## config.mk

```make
export PLATFORM = sky130hd
export DESIGN_NAME = codec_host_ctl
export DESIGN_NICKNAME = d
export VERILOG_FILES = /design/src/cc_pkg.sv /design/src/reg_bus_if.sv /design/src/codec_host_ctl.sv /design/src/spi_byte_engine.sv
export SDC_FILE = /design/constraint.sdc
export NUM_CORES = 1
export LEC_CHECK = 0
export ABC_AREA = 1
export BUFFER_PORTS_ARGS = -buffer_cell sky130_fd_sc_hd__buf_2
export CORE_MARGIN = 2
export CORE_UTILIZATION = 50
export CTS_CLUSTER_SIZE = 24
export DETAILED_ROUTE_END_ITERATION = 12
export GPL_TIMING_DRIVEN = 0
export PLACE_DENSITY = 0.82
export SETUP_SLACK_MARGIN = 0.02
export SLEW_MARGIN = 15
export SYNTH_ARGS = -nofsm -noshare
export SYNTH_HDL_FRONTEND = slang
export SYNTH_HIERARCHICAL = 1
export SYNTH_SLANG_ARGS = --single-unit
```

## constraint.sdc

```tcl
create_clock -name clk -period 2.3 [get_ports clk]
set_input_delay 0.46 -clock clk [delete_from_list [all_inputs] [get_ports clk]]
set_output_delay 0.46 -clock clk [all_outputs]
set_load 0.02 [all_outputs]
```

## src/cc_pkg.sv

```systemverilog
// Shared constants, register map and helpers for the host-side codec control block
package cc_pkg;
	// ****************************************
	// Register offsets
	// ****************************************
	localparam logic [5:0] ADDR_IRQ_STATUS  = 6'h03;
	localparam logic [5:0] ADDR_IRQ_ENABLE  = 6'h05;
	localparam logic [5:0] ADDR_LOCK_STATUS = 6'h0d;
	localparam logic [5:0] ADDR_POWER       = 6'h0f;
	localparam logic [5:0] ADDR_MONITOR     = 6'h10;
	localparam logic [5:0] ADDR_LINE_FIRST  = 6'h12;
	localparam logic [5:0] ADDR_LINE_LAST   = 6'h19;
	localparam logic [5:0] ADDR_LINE_EXTRA  = 6'h1f;
	localparam logic [5:0] ADDR_TX_SLOT     = 6'h20;
	localparam logic [5:0] ADDR_RX_SLOT     = 6'h21;
	localparam logic [5:0] ADDR_TIMING      = 6'h22;
	localparam logic [5:0] ADDR_PORT        = 6'h23;

	// ****************************************
	// Reset values
	// ****************************************
	localparam logic [7:0] IRQ_ENABLE_RST = 8'hff;
	localparam logic [7:0] POWER_RST      = 8'h80;
	localparam logic [7:0] CONFIG_RST     = 8'h00;

	// ****************************************
	// Field positions
	// ****************************************
	localparam int BIT_SYNC_LOSS  = 1;
	localparam int BIT_RING       = 0;
	localparam int BIT_AUTO_POLL  = 3;
	localparam int BIT_LOCKED     = 7;
	localparam int BIT_LINK_RESET = 3;
	localparam int BIT_FE_ENABLE  = 7;
	localparam int BIT_POWER_DOWN = 6;
	localparam int BIT_SLEEP      = 5;
	localparam int BIT_PCM_ENABLE = 7;
	localparam int BIT_MASTER     = 6;
	localparam int BIT_CODE_LSB   = 2;
	localparam int BIT_CTRL_READ  = 7;

	// ****************************************
	// Counts and times
	// ****************************************
	localparam logic [4:0] SPI_LAST_BIT    = 5'd15;
	localparam logic [4:0] SPI_CTRL_BIT    = 5'd7;
	localparam logic [4:0] SPI_DATA_FIRST  = 5'd8;
	localparam logic [2:0] LOCK_FRAMES     = 3'd4;
	localparam int         CLK_PERIOD_NS   = 8;
	localparam int         CLOCK_LOSS_NS   = 2000;
	localparam logic [7:0] CLOCK_LOSS_CYCLES = 8'(CLOCK_LOSS_NS / CLK_PERIOD_NS);

	// Line-side control register window
	function automatic logic is_line_side(input logic [5:0] addr);
		is_line_side = (addr >= ADDR_LINE_FIRST && addr <= ADDR_LINE_LAST)
			|| addr == ADDR_LINE_EXTRA;
	endfunction

	// Bit clocks per frame for a nonzero rate code
	function automatic logic [9:0] frame_len(input logic [3:0] code);
		frame_len = {1'b0, code, 5'b00000} + 10'd32;
	endfunction
endpackage

```

## src/reg_bus_if.sv

```systemverilog
// Internal register access path between serial engine and register bank
`timescale 1ns/10ps
`default_nettype none
interface reg_bus_if;
	logic       wr;
	logic       rd;
	logic [5:0] addr;
	logic [7:0] wdata;
	logic [7:0] rdata;
	modport engine (output wr, output rd, output addr, output wdata, input rdata);
	modport bank (input wr, input rd, input addr, input wdata, output rdata);
endinterface
`default_nettype wire

```

## src/codec_host_ctl.sv

```systemverilog
// Host-side configuration, clock lock and interrupt control of a line-interface codec
// Function
// Host spaces line-side register accesses at least 500 us apart.
// That gap runs from select release to the next select assertion.
// Host supplies stable, legal PCM bit clock and frame sync; the testbench stops them in t_pcm_noclk.
// PCM configuration writes are taken without any PCM clock running.
// Interrupt pin pulls low while any enabled event flag is set.
// Interrupt enables reset to all ones, so an interrupt follows reset.
// Host is ready for the first interrupt before releasing reset.
// Host writes 0x08 to the enable register to mask interrupts.
// Reading the status register clears it and releases the interrupt pin.
// Line-side accesses pass only while the PLL is locked.
// Host-side registers work regardless of lock or clock presence.
// Host enables front end, sets mode and rate, then polls lock.
// Slave mode with rate code zero locks to any stable bit clock.
// Toggling the sleep bit restarts the PLL lock process.
// Master mode locks to the reference and drives bit clock and sync.
// Host cycles sleep with 10 ms waits to restart the monitor; t_relock sets and clears sleep with no wait.
// Host configures the PCM port only after lock; t_pcm_noclk writes the PCM registers while unlocked.
// Host sets the port enable last, after other PCM fields.
// PCM registers hold slots, polarities, timing, enable, mode, rate, coding.
// PCM clocks should be stable before reset release.
// Active-low reset; serial port usable right after release.
// Status flags stay set until the status register is read.
`timescale 1ns/10ps
`default_nettype none
module codec_host_ctl (
	input  wire logic       clk,
	input  wire logic       rst_n,
	input  wire logic       chip_select_n,
	input  wire logic       spi_sclk,
	input  wire logic       spi_mosi,
	output var  logic       spi_miso_q,
	output var  logic       spi_miso_oe_q,
	input  wire logic       pcm_bit_clock_in,
	input  wire logic       frame_sync_in,
	input  wire logic       pcm_ref_clock_in,
	output var  logic       pcm_bit_clock_out_q,
	output var  logic       frame_sync_out_q,
	output var  logic       pcm_clock_oe_q,
	input  wire logic [2:0] port_pin_event,
	input  wire logic       line_event,
	input  wire logic       ring_detect,
	input  wire logic       ring_monitor,
	input  wire logic       line_sync_ok,
	input  wire logic       line_side_state_flag,
	output var  logic       irq_out_q,
	output var  logic       irq_oe_q,
	output var  logic       line_wr_q,
	output var  logic       line_rd_q,
	output var  logic [5:0] line_addr_q,
	output var  logic [7:0] line_wdata_q,
	input  wire logic [7:0] line_rdata,
	output var  logic       pll_locked_q,
	output var  logic       line_side_link_reset_q,
	output var  logic [7:0] power_control_q,
	output var  logic [7:0] monitor_gain_config_q,
	output var  logic [7:0] irq_enable_q,
	output var  logic [7:0] pcm_tx_slot_q,
	output var  logic [7:0] pcm_rx_slot_q,
	output var  logic [7:0] pcm_timing_config_q,
	output var  logic [7:0] pcm_port_control_q,
	output var  logic       pcm_port_active_q
);
	reg_bus_if bus ();

	logic [7:0] irq_status_q;
	logic [7:0] irq_status_d;
	logic [7:0] events;
	logic [7:0] event_mask;
	logic       status_clear;
	logic       line_access;
	logic       bclk_prev_q;
	logic       fs_prev_q;
	logic       ref_prev_q;
	logic       master;
	logic       pll_hold;
	logic [3:0] rate_code;
	logic [9:0] len;
	logic       tick;
	logic       frame_start;
	logic       frame_match;
	logic       clock_lost;
	logic [7:0] idle_q;
	logic [9:0] mbits_q;
	logic [9:0] bits_q;
	logic [9:0] last_len_q;
	logic [2:0] stable_q;

	spi_byte_engine u_spi (
		.clk           (clk),
		.rst_n         (rst_n),
		.chip_select_n (chip_select_n),
		.spi_sclk      (spi_sclk),
		.spi_mosi      (spi_mosi),
		.spi_miso_q    (spi_miso_q),
		.spi_miso_oe_q (spi_miso_oe_q),
		.bus           (bus)
	);

	// ****************************************
	// Register writes
	// ****************************************
	assign line_access = cc_pkg::is_line_side(bus.addr);

	always_ff @(posedge clk or negedge rst_n) begin
		if (!rst_n) begin
			irq_enable_q <= cc_pkg::IRQ_ENABLE_RST;
			power_control_q <= cc_pkg::POWER_RST;
			line_side_link_reset_q <= 1'b0;
			monitor_gain_config_q <= cc_pkg::CONFIG_RST;
			pcm_tx_slot_q <= cc_pkg::CONFIG_RST;
			pcm_rx_slot_q <= cc_pkg::CONFIG_RST;
			pcm_timing_config_q <= cc_pkg::CONFIG_RST;
			pcm_port_control_q <= cc_pkg::CONFIG_RST;
		end else if (bus.wr) begin
			// Host-side writes need neither lock nor PCM clocks
			case (bus.addr)
				cc_pkg::ADDR_IRQ_ENABLE: irq_enable_q <= bus.wdata;
				cc_pkg::ADDR_LOCK_STATUS: line_side_link_reset_q <= bus.wdata[cc_pkg::BIT_LINK_RESET];
				cc_pkg::ADDR_POWER: power_control_q <= {bus.wdata[7:5], 5'b00000};
				cc_pkg::ADDR_MONITOR: monitor_gain_config_q <= {3'b000, bus.wdata[4:0]};
				cc_pkg::ADDR_TX_SLOT: pcm_tx_slot_q <= bus.wdata;
				cc_pkg::ADDR_RX_SLOT: pcm_rx_slot_q <= bus.wdata;
				cc_pkg::ADDR_TIMING: pcm_timing_config_q <= bus.wdata;
				cc_pkg::ADDR_PORT: pcm_port_control_q <= bus.wdata;
				default: ;
			endcase
		end
	end

	// ****************************************
	// Read data
	// ****************************************
	always_comb begin
		case (bus.addr)
			cc_pkg::ADDR_IRQ_STATUS: bus.rdata = irq_status_q;
			cc_pkg::ADDR_IRQ_ENABLE: bus.rdata = irq_enable_q;
			cc_pkg::ADDR_LOCK_STATUS: bus.rdata = {pll_locked_q, line_side_state_flag, 2'b00,
				line_side_link_reset_q, 3'b000};
			cc_pkg::ADDR_POWER: bus.rdata = power_control_q;
			cc_pkg::ADDR_MONITOR: bus.rdata = monitor_gain_config_q;
			cc_pkg::ADDR_TX_SLOT: bus.rdata = pcm_tx_slot_q;
			cc_pkg::ADDR_RX_SLOT: bus.rdata = pcm_rx_slot_q;
			cc_pkg::ADDR_TIMING: bus.rdata = pcm_timing_config_q;
			cc_pkg::ADDR_PORT: bus.rdata = pcm_port_control_q;
			default: bus.rdata = (line_access && pll_locked_q) ? line_rdata : 8'h00;
		endcase
	end

	// ****************************************
	// Line-side forwarding
	// ****************************************
	always_ff @(posedge clk or negedge rst_n) begin
		if (!rst_n) begin
			line_wr_q <= 1'b0;
			line_rd_q <= 1'b0;
			line_addr_q <= 6'h00;
			line_wdata_q <= 8'h00;
		end else begin
			line_wr_q <= bus.wr & line_access & pll_locked_q;
			line_rd_q <= bus.rd & line_access & pll_locked_q;
			if (bus.wr || bus.rd) begin
				line_addr_q <= bus.addr;
				line_wdata_q <= bus.wdata;
			end
		end
	end

	// ****************************************
	// Clock edge detection
	// ****************************************
	always_ff @(posedge clk or negedge rst_n) begin
		if (!rst_n) begin
			bclk_prev_q <= 1'b0;
			fs_prev_q <= 1'b0;
			ref_prev_q <= 1'b0;
		end else begin
			bclk_prev_q <= pcm_bit_clock_in;
			fs_prev_q <= frame_sync_in;
			ref_prev_q <= pcm_ref_clock_in;
		end
	end

	assign master = pcm_port_control_q[cc_pkg::BIT_MASTER];
	assign rate_code = pcm_port_control_q[cc_pkg::BIT_CODE_LSB +: 4];
	assign len = cc_pkg::frame_len(rate_code);
	// Sleep, power-down or a disabled front end hold the PLL in restart
	assign pll_hold = power_control_q[cc_pkg::BIT_SLEEP] | power_control_q[cc_pkg::BIT_POWER_DOWN]
		| ~power_control_q[cc_pkg::BIT_FE_ENABLE];
	assign tick = master ? (pcm_ref_clock_in & ~ref_prev_q) : (pcm_bit_clock_in & ~bclk_prev_q);
	assign frame_start = master
		? (tick && !pcm_bit_clock_out_q && mbits_q == len - 10'd1)
		: (frame_sync_in & ~fs_prev_q);
	// Auto rate in slave mode with code zero
	assign frame_match = bits_q == last_len_q
		&& (master || rate_code == 4'h0 || bits_q == len);
	assign clock_lost = idle_q == cc_pkg::CLOCK_LOSS_CYCLES;

	// ****************************************
	// Master clock and sync generation
	// ****************************************
	always_ff @(posedge clk or negedge rst_n) begin
		if (!rst_n) begin
			pcm_bit_clock_out_q <= 1'b0;
			frame_sync_out_q <= 1'b0;
			mbits_q <= 10'd0;
			pcm_clock_oe_q <= 1'b0;
		end else begin
			pcm_clock_oe_q <= master & ~pll_hold;
			if (pll_hold || !master) begin
				pcm_bit_clock_out_q <= 1'b0;
				frame_sync_out_q <= 1'b0;
				mbits_q <= 10'd0;
			end else if (tick) begin
				pcm_bit_clock_out_q <= ~pcm_bit_clock_out_q;
				if (!pcm_bit_clock_out_q) begin
					frame_sync_out_q <= mbits_q == len - 10'd1;
					mbits_q <= (mbits_q >= len - 10'd1) ? 10'd0 : mbits_q + 10'd1;
				end
			end
		end
	end

	// ****************************************
	// Lock detection
	// ****************************************
	always_ff @(posedge clk or negedge rst_n) begin
		if (!rst_n) begin
			idle_q <= 8'h00;
		end else if (pll_hold || tick) begin
			idle_q <= 8'h00;
		end else if (!clock_lost) begin
			idle_q <= idle_q + 8'h01;
		end
	end

	always_ff @(posedge clk or negedge rst_n) begin
		if (!rst_n) begin
			bits_q <= 10'd0;
			last_len_q <= 10'd0;
			stable_q <= 3'd0;
		end else if (pll_hold || clock_lost) begin
			bits_q <= 10'd0;
			last_len_q <= 10'd0;
			stable_q <= 3'd0;
		end else if (frame_start) begin
			last_len_q <= bits_q;
			// A bit clock rise on the frame start belongs to the new frame
			bits_q <= tick ? 10'h001 : 10'h000;
			if (!frame_match) begin
				stable_q <= 3'd0;
			end else if (stable_q != cc_pkg::LOCK_FRAMES) begin
				stable_q <= stable_q + 3'd1;
			end
		end else if (tick) begin
			bits_q <= bits_q + 10'd1;
		end
	end

	always_ff @(posedge clk or negedge rst_n) begin
		if (!rst_n) begin
			pll_locked_q <= 1'b0;
			pcm_port_active_q <= 1'b0;
		end else begin
			pll_locked_q <= ~pll_hold & ~clock_lost & (stable_q == cc_pkg::LOCK_FRAMES);
			pcm_port_active_q <= pcm_port_control_q[cc_pkg::BIT_PCM_ENABLE] & pll_locked_q;
		end
	end

	// ****************************************
	// Interrupt status and pin
	// ****************************************
	assign events = {port_pin_event, clock_lost, ring_monitor, line_event, ~line_sync_ok,
		ring_detect};
	// Bit 3 of the enable register is auto polling, so ring monitor rides on the ring enable
	assign event_mask = {irq_enable_q[7:4], irq_enable_q[cc_pkg::BIT_RING], irq_enable_q[2:0]};
	assign status_clear = bus.rd && bus.addr == cc_pkg::ADDR_IRQ_STATUS;
	// A new event beats a clearing read in the same cycle
	assign irq_status_d = (irq_status_q & ~{8{status_clear}}) | (events & event_mask);

	always_ff @(posedge clk or negedge rst_n) begin
		if (!rst_n) begin
			irq_status_q <= 8'h00;
			irq_oe_q <= 1'b0;
			irq_out_q <= 1'b0;
		end else begin
			irq_status_q <= irq_status_d;
			irq_oe_q <= |(irq_status_d & event_mask);
			irq_out_q <= 1'b0;
		end
	end

	logic started_q;
	always_ff @(posedge clk or negedge rst_n) begin
		if (!rst_n) begin
			started_q <= 1'b0;
		end else begin
			started_q <= 1'b1;
		end
	end
endmodule
`default_nettype wire

```

## src/spi_byte_engine.sv

```systemverilog
// Serial slave: control byte then data byte, MSB first
`timescale 1ns/10ps
`default_nettype none
module spi_byte_engine (
	input  wire logic   clk,
	input  wire logic   rst_n,
	input  wire logic   chip_select_n,
	input  wire logic   spi_sclk,
	input  wire logic   spi_mosi,
	output var  logic   spi_miso_q,
	output var  logic   spi_miso_oe_q,
	reg_bus_if.engine   bus
);
	logic       sclk_prev_q;
	logic [4:0] count_q;
	logic [7:0] shift_q;
	logic [7:0] out_q;
	logic       read_q;
	logic       rise;
	logic       fall;

	assign rise = spi_sclk & ~sclk_prev_q & ~chip_select_n;
	assign fall = ~spi_sclk & sclk_prev_q & ~chip_select_n;

	always_ff @(posedge clk or negedge rst_n) begin
		if (!rst_n) begin
			sclk_prev_q <= 1'b0;
		end else begin
			sclk_prev_q <= spi_sclk;
		end
	end

	// ****************************************
	// Shift in control and data bytes
	// ****************************************
	always_ff @(posedge clk or negedge rst_n) begin
		if (!rst_n) begin
			count_q <= 5'd0;
			shift_q <= 8'h00;
			read_q <= 1'b0;
			bus.addr <= 6'h00;
			bus.wdata <= 8'h00;
			bus.wr <= 1'b0;
			bus.rd <= 1'b0;
		end else begin
			bus.wr <= 1'b0;
			bus.rd <= 1'b0;
			if (chip_select_n) begin
				count_q <= 5'd0;
			end else if (rise) begin
				shift_q <= {shift_q[6:0], spi_mosi};
				count_q <= count_q + 5'd1;
				if (count_q == cc_pkg::SPI_CTRL_BIT) begin
					read_q <= shift_q[cc_pkg::BIT_CTRL_READ - 1];
					bus.addr <= {shift_q[4:0], spi_mosi};
				end
				if (count_q == cc_pkg::SPI_LAST_BIT) begin
					bus.wdata <= {shift_q[6:0], spi_mosi};
					bus.wr <= ~read_q;
					bus.rd <= read_q;
				end
			end
		end
	end

	// ****************************************
	// Shift out read data
	// ****************************************
	always_ff @(posedge clk or negedge rst_n) begin
		if (!rst_n) begin
			out_q <= 8'h00;
			spi_miso_q <= 1'b0;
			spi_miso_oe_q <= 1'b0;
		end else begin
			spi_miso_oe_q <= ~chip_select_n & read_q & (count_q >= cc_pkg::SPI_DATA_FIRST);
			if (fall && count_q == cc_pkg::SPI_DATA_FIRST) begin
				spi_miso_q <= bus.rdata[7];
				out_q <= {bus.rdata[6:0], 1'b0};
			end else if (fall) begin
				spi_miso_q <= out_q[7];
				out_q <= {out_q[6:0], 1'b0};
			end
		end
	end
endmodule
`default_nettype wire
```

==> impl_metrics.yaml <==
worst_setup_path:
  crit_path_max_fanout: 6
  end_kind: "flop"
  r2r_cells: 13
  worst_setup_path_endpoint: "mbits_q[7]"
  critPathLaunchType: "flop"
  timing.rr.start: "pcm_port_control_q[2]"
  cp.required_ns: 2.64
  setup.worst_path.start: "pcm_port_control_q[2]"
  worst-endpoint-arrival_ns: 2.92
  setup.worst_path.class: "reg2reg"
  flop2flop_setup_slack_ns: -0.28
  worstReg2RegEnd: "mbits_q[7]"
status:
  status: "finished with violations"
  failing_checks: "negative setup slack"
timing:
  slew_viol_final: 0
  rsz0062_at_grt: "true"
  max_frequency_ghz: 0.387
  max_slew_margin_pct: 57.4
  timing.final.ws_setup_ns: -0.282
  final_hold_viol_count: 0
  timing_worst_slew_pin_value_ns: 0.639
  timing.final.crit_share_pct: 112
  holdWs_ns: 0.0240
  worst_clock_skew_ns: 0.00936
  post_layout_minimum_cycle_time_ns: 2.58
  report.final.setup_viol: 33
die:
  die_x_extent_um: 130
  die_area_um2: 17000
  placementRows: 46
  initial_core_util_pct: 50.7
  die-height_um: 130
  placeableCoreArea_um2: 15800
  io_pins: 106
yosys:
  synth-edff-count: 0
  synth_top_cells_by_count: "sky130_fd_sc_hd__nand2_1 (239), sky130_fd_sc_hd__dfrtp_1 (153), sky130_fd_sc_hd__inv_1 (110), sky130_fd_sc_hd__o21ai_0 (97), sky130_fd_sc_hd__nor2_1 (57)"
  netlist.area_leader.share_pct: 47.9
  synth_cells: 920
  synthesized_area_um2: 7990
  yosysMostFrequentCell: "sky130_fd_sc_hd__nand2_1"
  synth-seq-area-share_pct: 50.9
  warnings_from_yosys: 6
  postSynth.asyncResetShare_pct: 100
  ys_top_cells_by_area: "sky130_fd_sc_hd__dfrtp_1 (48%), sky130_fd_sc_hd__nand2_1 (11%), sky130_fd_sc_hd__o21ai_0 (6.1%)"
  synthFlopType: "sky130_fd_sc_hd__dfrtp_1"
  synth.lib_cells_used.distinct: 48
  synth.largest_area_cell: "sky130_fd_sc_hd__dfrtp_1"
  postSynthRegisterBits: 162
  syn_area_per_cell_um2: 8.68
clock_tree:
  cts-buffers-inserted: 17
  cts_tree: "built"
  cts.sink_count: 162
  cts.clk_slew.worst_paths_ns: 0.07
  cts_hold_buf: 0
  cts.htree.levels: 4
  clk-insertion-delay-late_ns: 0.44
  clk_root_buffer_cell: "sky130_fd_sc_hd__clkbuf_16"
  clock_tree.buffer_depth: 2
power_and_ir_drop:
  p_sw_mw: 1.42
  seqPwrFrac_pct: 48.7
  ir_worst_vdd_mv: 0.807
  power.clock.fraction_pct: 47.2
  p_comb_share_pct: 4.1
  internal_power_mw: 4.57
  power_density_nw_per_um2: 608
  power.static_leakage_nw: 4.75
  netSwitchingFraction_pct: 23.6
finish:
  largest_registers: "bits_q x10, last_len_q x10, mbits_q x10"
  area_growth_from_synthesis_to_layout_pct: 23.3
  layout-drive-gt1-share_pct: 27.5
  final_net_count: 1112
  core_util_final_pct: 62.5
  antennaDiodeCount: 0
routing:
  finalWirelength_um: 21900
  drt-vias-per-instance: 5.48
  routedWlPerCell_um: 16.9
  post_route_drc_violation_count: 0
  drt-pass1-iter-count: 5
  ant_nets: 0
  initial_drc_count: 884
  detailroute.via_count: 7124
global_route:
  grt_start_max_net_pins: 86
  grt_remaining_overflow: 0
  grt_pass1_vias: 6547
  grt_first_pass_wirelength_um: 33500
  track_usage_pct: 26.0
  initial_antenna_violation_count: 0
run:
  maxCapViolations: 0
worst_hold_path:
  hold_path_class: "in2async"
place:
  io_buffer_count: 96
  finalWeightedCongestion: 0.925
  dp.final_hpwl_um: 14800
## critical path, stage by stage (launching register included)
cell                      delay [ns]
sky130_fd_sc_hd__dfrtp_2        0.47
sky130_fd_sc_hd__buf_6          0.14
sky130_fd_sc_hd__nand4_1        0.16
sky130_fd_sc_hd__nand2_2        0.16
sky130_fd_sc_hd__nand3_4        0.10
sky130_fd_sc_hd__xnor2_2        0.15
sky130_fd_sc_hd__ha_1           0.33
sky130_fd_sc_hd__nand2_2        0.13
sky130_fd_sc_hd__buf_6          0.10
sky130_fd_sc_hd__or2_4          0.10
sky130_fd_sc_hd__nand4_1        0.13
sky130_fd_sc_hd__nor2_4         0.24
sky130_fd_sc_hd__o21ai_1        0.11
sky130_fd_sc_hd__o22ai_1        0.17
## power by group through the flow
stage	Clock [mW]	Combinational, mW	Sequential (mW)
6_report	2.83	0.244	2.92
5_1_grt	2.96	0.280	2.92
4_1_cts	2.84	0.249	2.92
3_5_place_dp	0	0.248	2.97
3_3_place_gp	0	0.234	2.97
2_1_floorplan	0	0.122	2.97
## layout make-up
class / count / area, um2
flip-flops and latches: 162 / 4070
plain buffers: 23 / 173
fillers: 1267 / 5910
clock inverters: 15 / 160
clock buffers: 17 / 425
repair buffers: 123 / 763
well taps: 216 / 270
inverters: 119 / 457
multi-input cells: 624 / 3540
## placed cells by master, fill, tap and decap left out, types with 3 or more instances in the layout
master / n
sky130_fd_sc_hd__a21oi_1: 16
sky130_fd_sc_hd__a21oi_2: 3
sky130_fd_sc_hd__buf_2: 101
sky130_fd_sc_hd__buf_4: 27
sky130_fd_sc_hd__buf_6: 12
sky130_fd_sc_hd__clkbuf_16: 17
sky130_fd_sc_hd__clkinv_2: 3
sky130_fd_sc_hd__clkinv_4: 6
sky130_fd_sc_hd__conb_1: 9
sky130_fd_sc_hd__dfrtp_1: 150
sky130_fd_sc_hd__dfrtp_2: 3
sky130_fd_sc_hd__dfstp_2: 9
sky130_fd_sc_hd__ha_1: 15
sky130_fd_sc_hd__inv_1: 106
sky130_fd_sc_hd__inv_2: 9
sky130_fd_sc_hd__inv_6: 3
sky130_fd_sc_hd__nand2_1: 228
sky130_fd_sc_hd__nand2_2: 18
sky130_fd_sc_hd__nand2_4: 10
sky130_fd_sc_hd__nand3_1: 36
sky130_fd_sc_hd__nand3_2: 4
sky130_fd_sc_hd__nand3b_1: 4
sky130_fd_sc_hd__nand4_1: 16
sky130_fd_sc_hd__nor2_1: 51
sky130_fd_sc_hd__nor2_2: 7
sky130_fd_sc_hd__nor2_4: 5
sky130_fd_sc_hd__nor3_1: 4
sky130_fd_sc_hd__nor3_2: 5
sky130_fd_sc_hd__o2111ai_1: 4
sky130_fd_sc_hd__o21ai_0: 82
sky130_fd_sc_hd__o21ai_1: 20
sky130_fd_sc_hd__o21ai_2: 25
sky130_fd_sc_hd__o22ai_1: 8
sky130_fd_sc_hd__o22ai_2: 6
sky130_fd_sc_hd__xnor2_1: 4
sky130_fd_sc_hd__xor2_1: 14
## routing by layer
metal,wire (um),up-vias,global-route usage (%)
li1,-,3286,-
met1,8870,3473,33.6
met3,1580,63,5.82
met2,10700,302,42.4
met5,0,-,0
met4,774,0,11.3
## cells by family (layout without fill, tap and decap cells)
family | Yosys count | count (layout) | synth area share [%]
simple gates | 398 | 398 | 22.9
other cells | 1 | 9 | 0.0469
compound gates | 179 | 179 | 13.4
flops | 162 | 162 | 50.9
buf+inv | 142 | 297 | 7.74
fa+ha+maj | 18 | 18 | 2.82
xor+xnor | 20 | 20 | 2.19
## stage by stage
step | instances | setup TNS, ns | total power [mW] | worst slack, ns | instance area, um2
after floorplan | 928 | 0 | 3.10 | 0.0260 | 8050
after global placement | 1240 | -257.62 | 3.20 | -1.91 | 8800
after detailed placement | 1241 | -6.28 | 3.22 | -0.275 | 8840
after CTS | 1293 | -3.85 | 6.01 | -0.166 | 9690
after global routing | 1299 | -10.25 | 6.16 | -0.376 | 9860
final | 1299 | -7.49 | 5.99 | -0.282 | 9860
## worst min path at each step
| stage | startpoint | endpoint | slack [ns] | cells after the start |
|---|---|---|---|---|
| 6_report | rst_n | mbits_q[1] | 0.02 | 1 |
| 5_1_grt | rst_n | mbits_q[2] | 0.09 | 1 |
| 4_1_cts | rst_n | mbits_q[1] | 0.05 | 1 |
| 3_5_place_dp | u_spi/bus.wdata[0] | u_spi/bus.wdata[0] | 0.47 | 2 |
| 3_3_place_gp | u_spi/out_q[7] | u_spi/out_q[7] | 0.46 | 2 |
| 2_1_floorplan | rst_n | bclk_prev_q | 0.16 | 0 |
## timing repair
item,4_1_cts,5_1_grt
endpoints found under the setup margin,33,33
pin swaps,23,24
buffers inserted,19,8
cloned,1,0
resized for setup,43,30
Power figures use the tool's default switching activity.
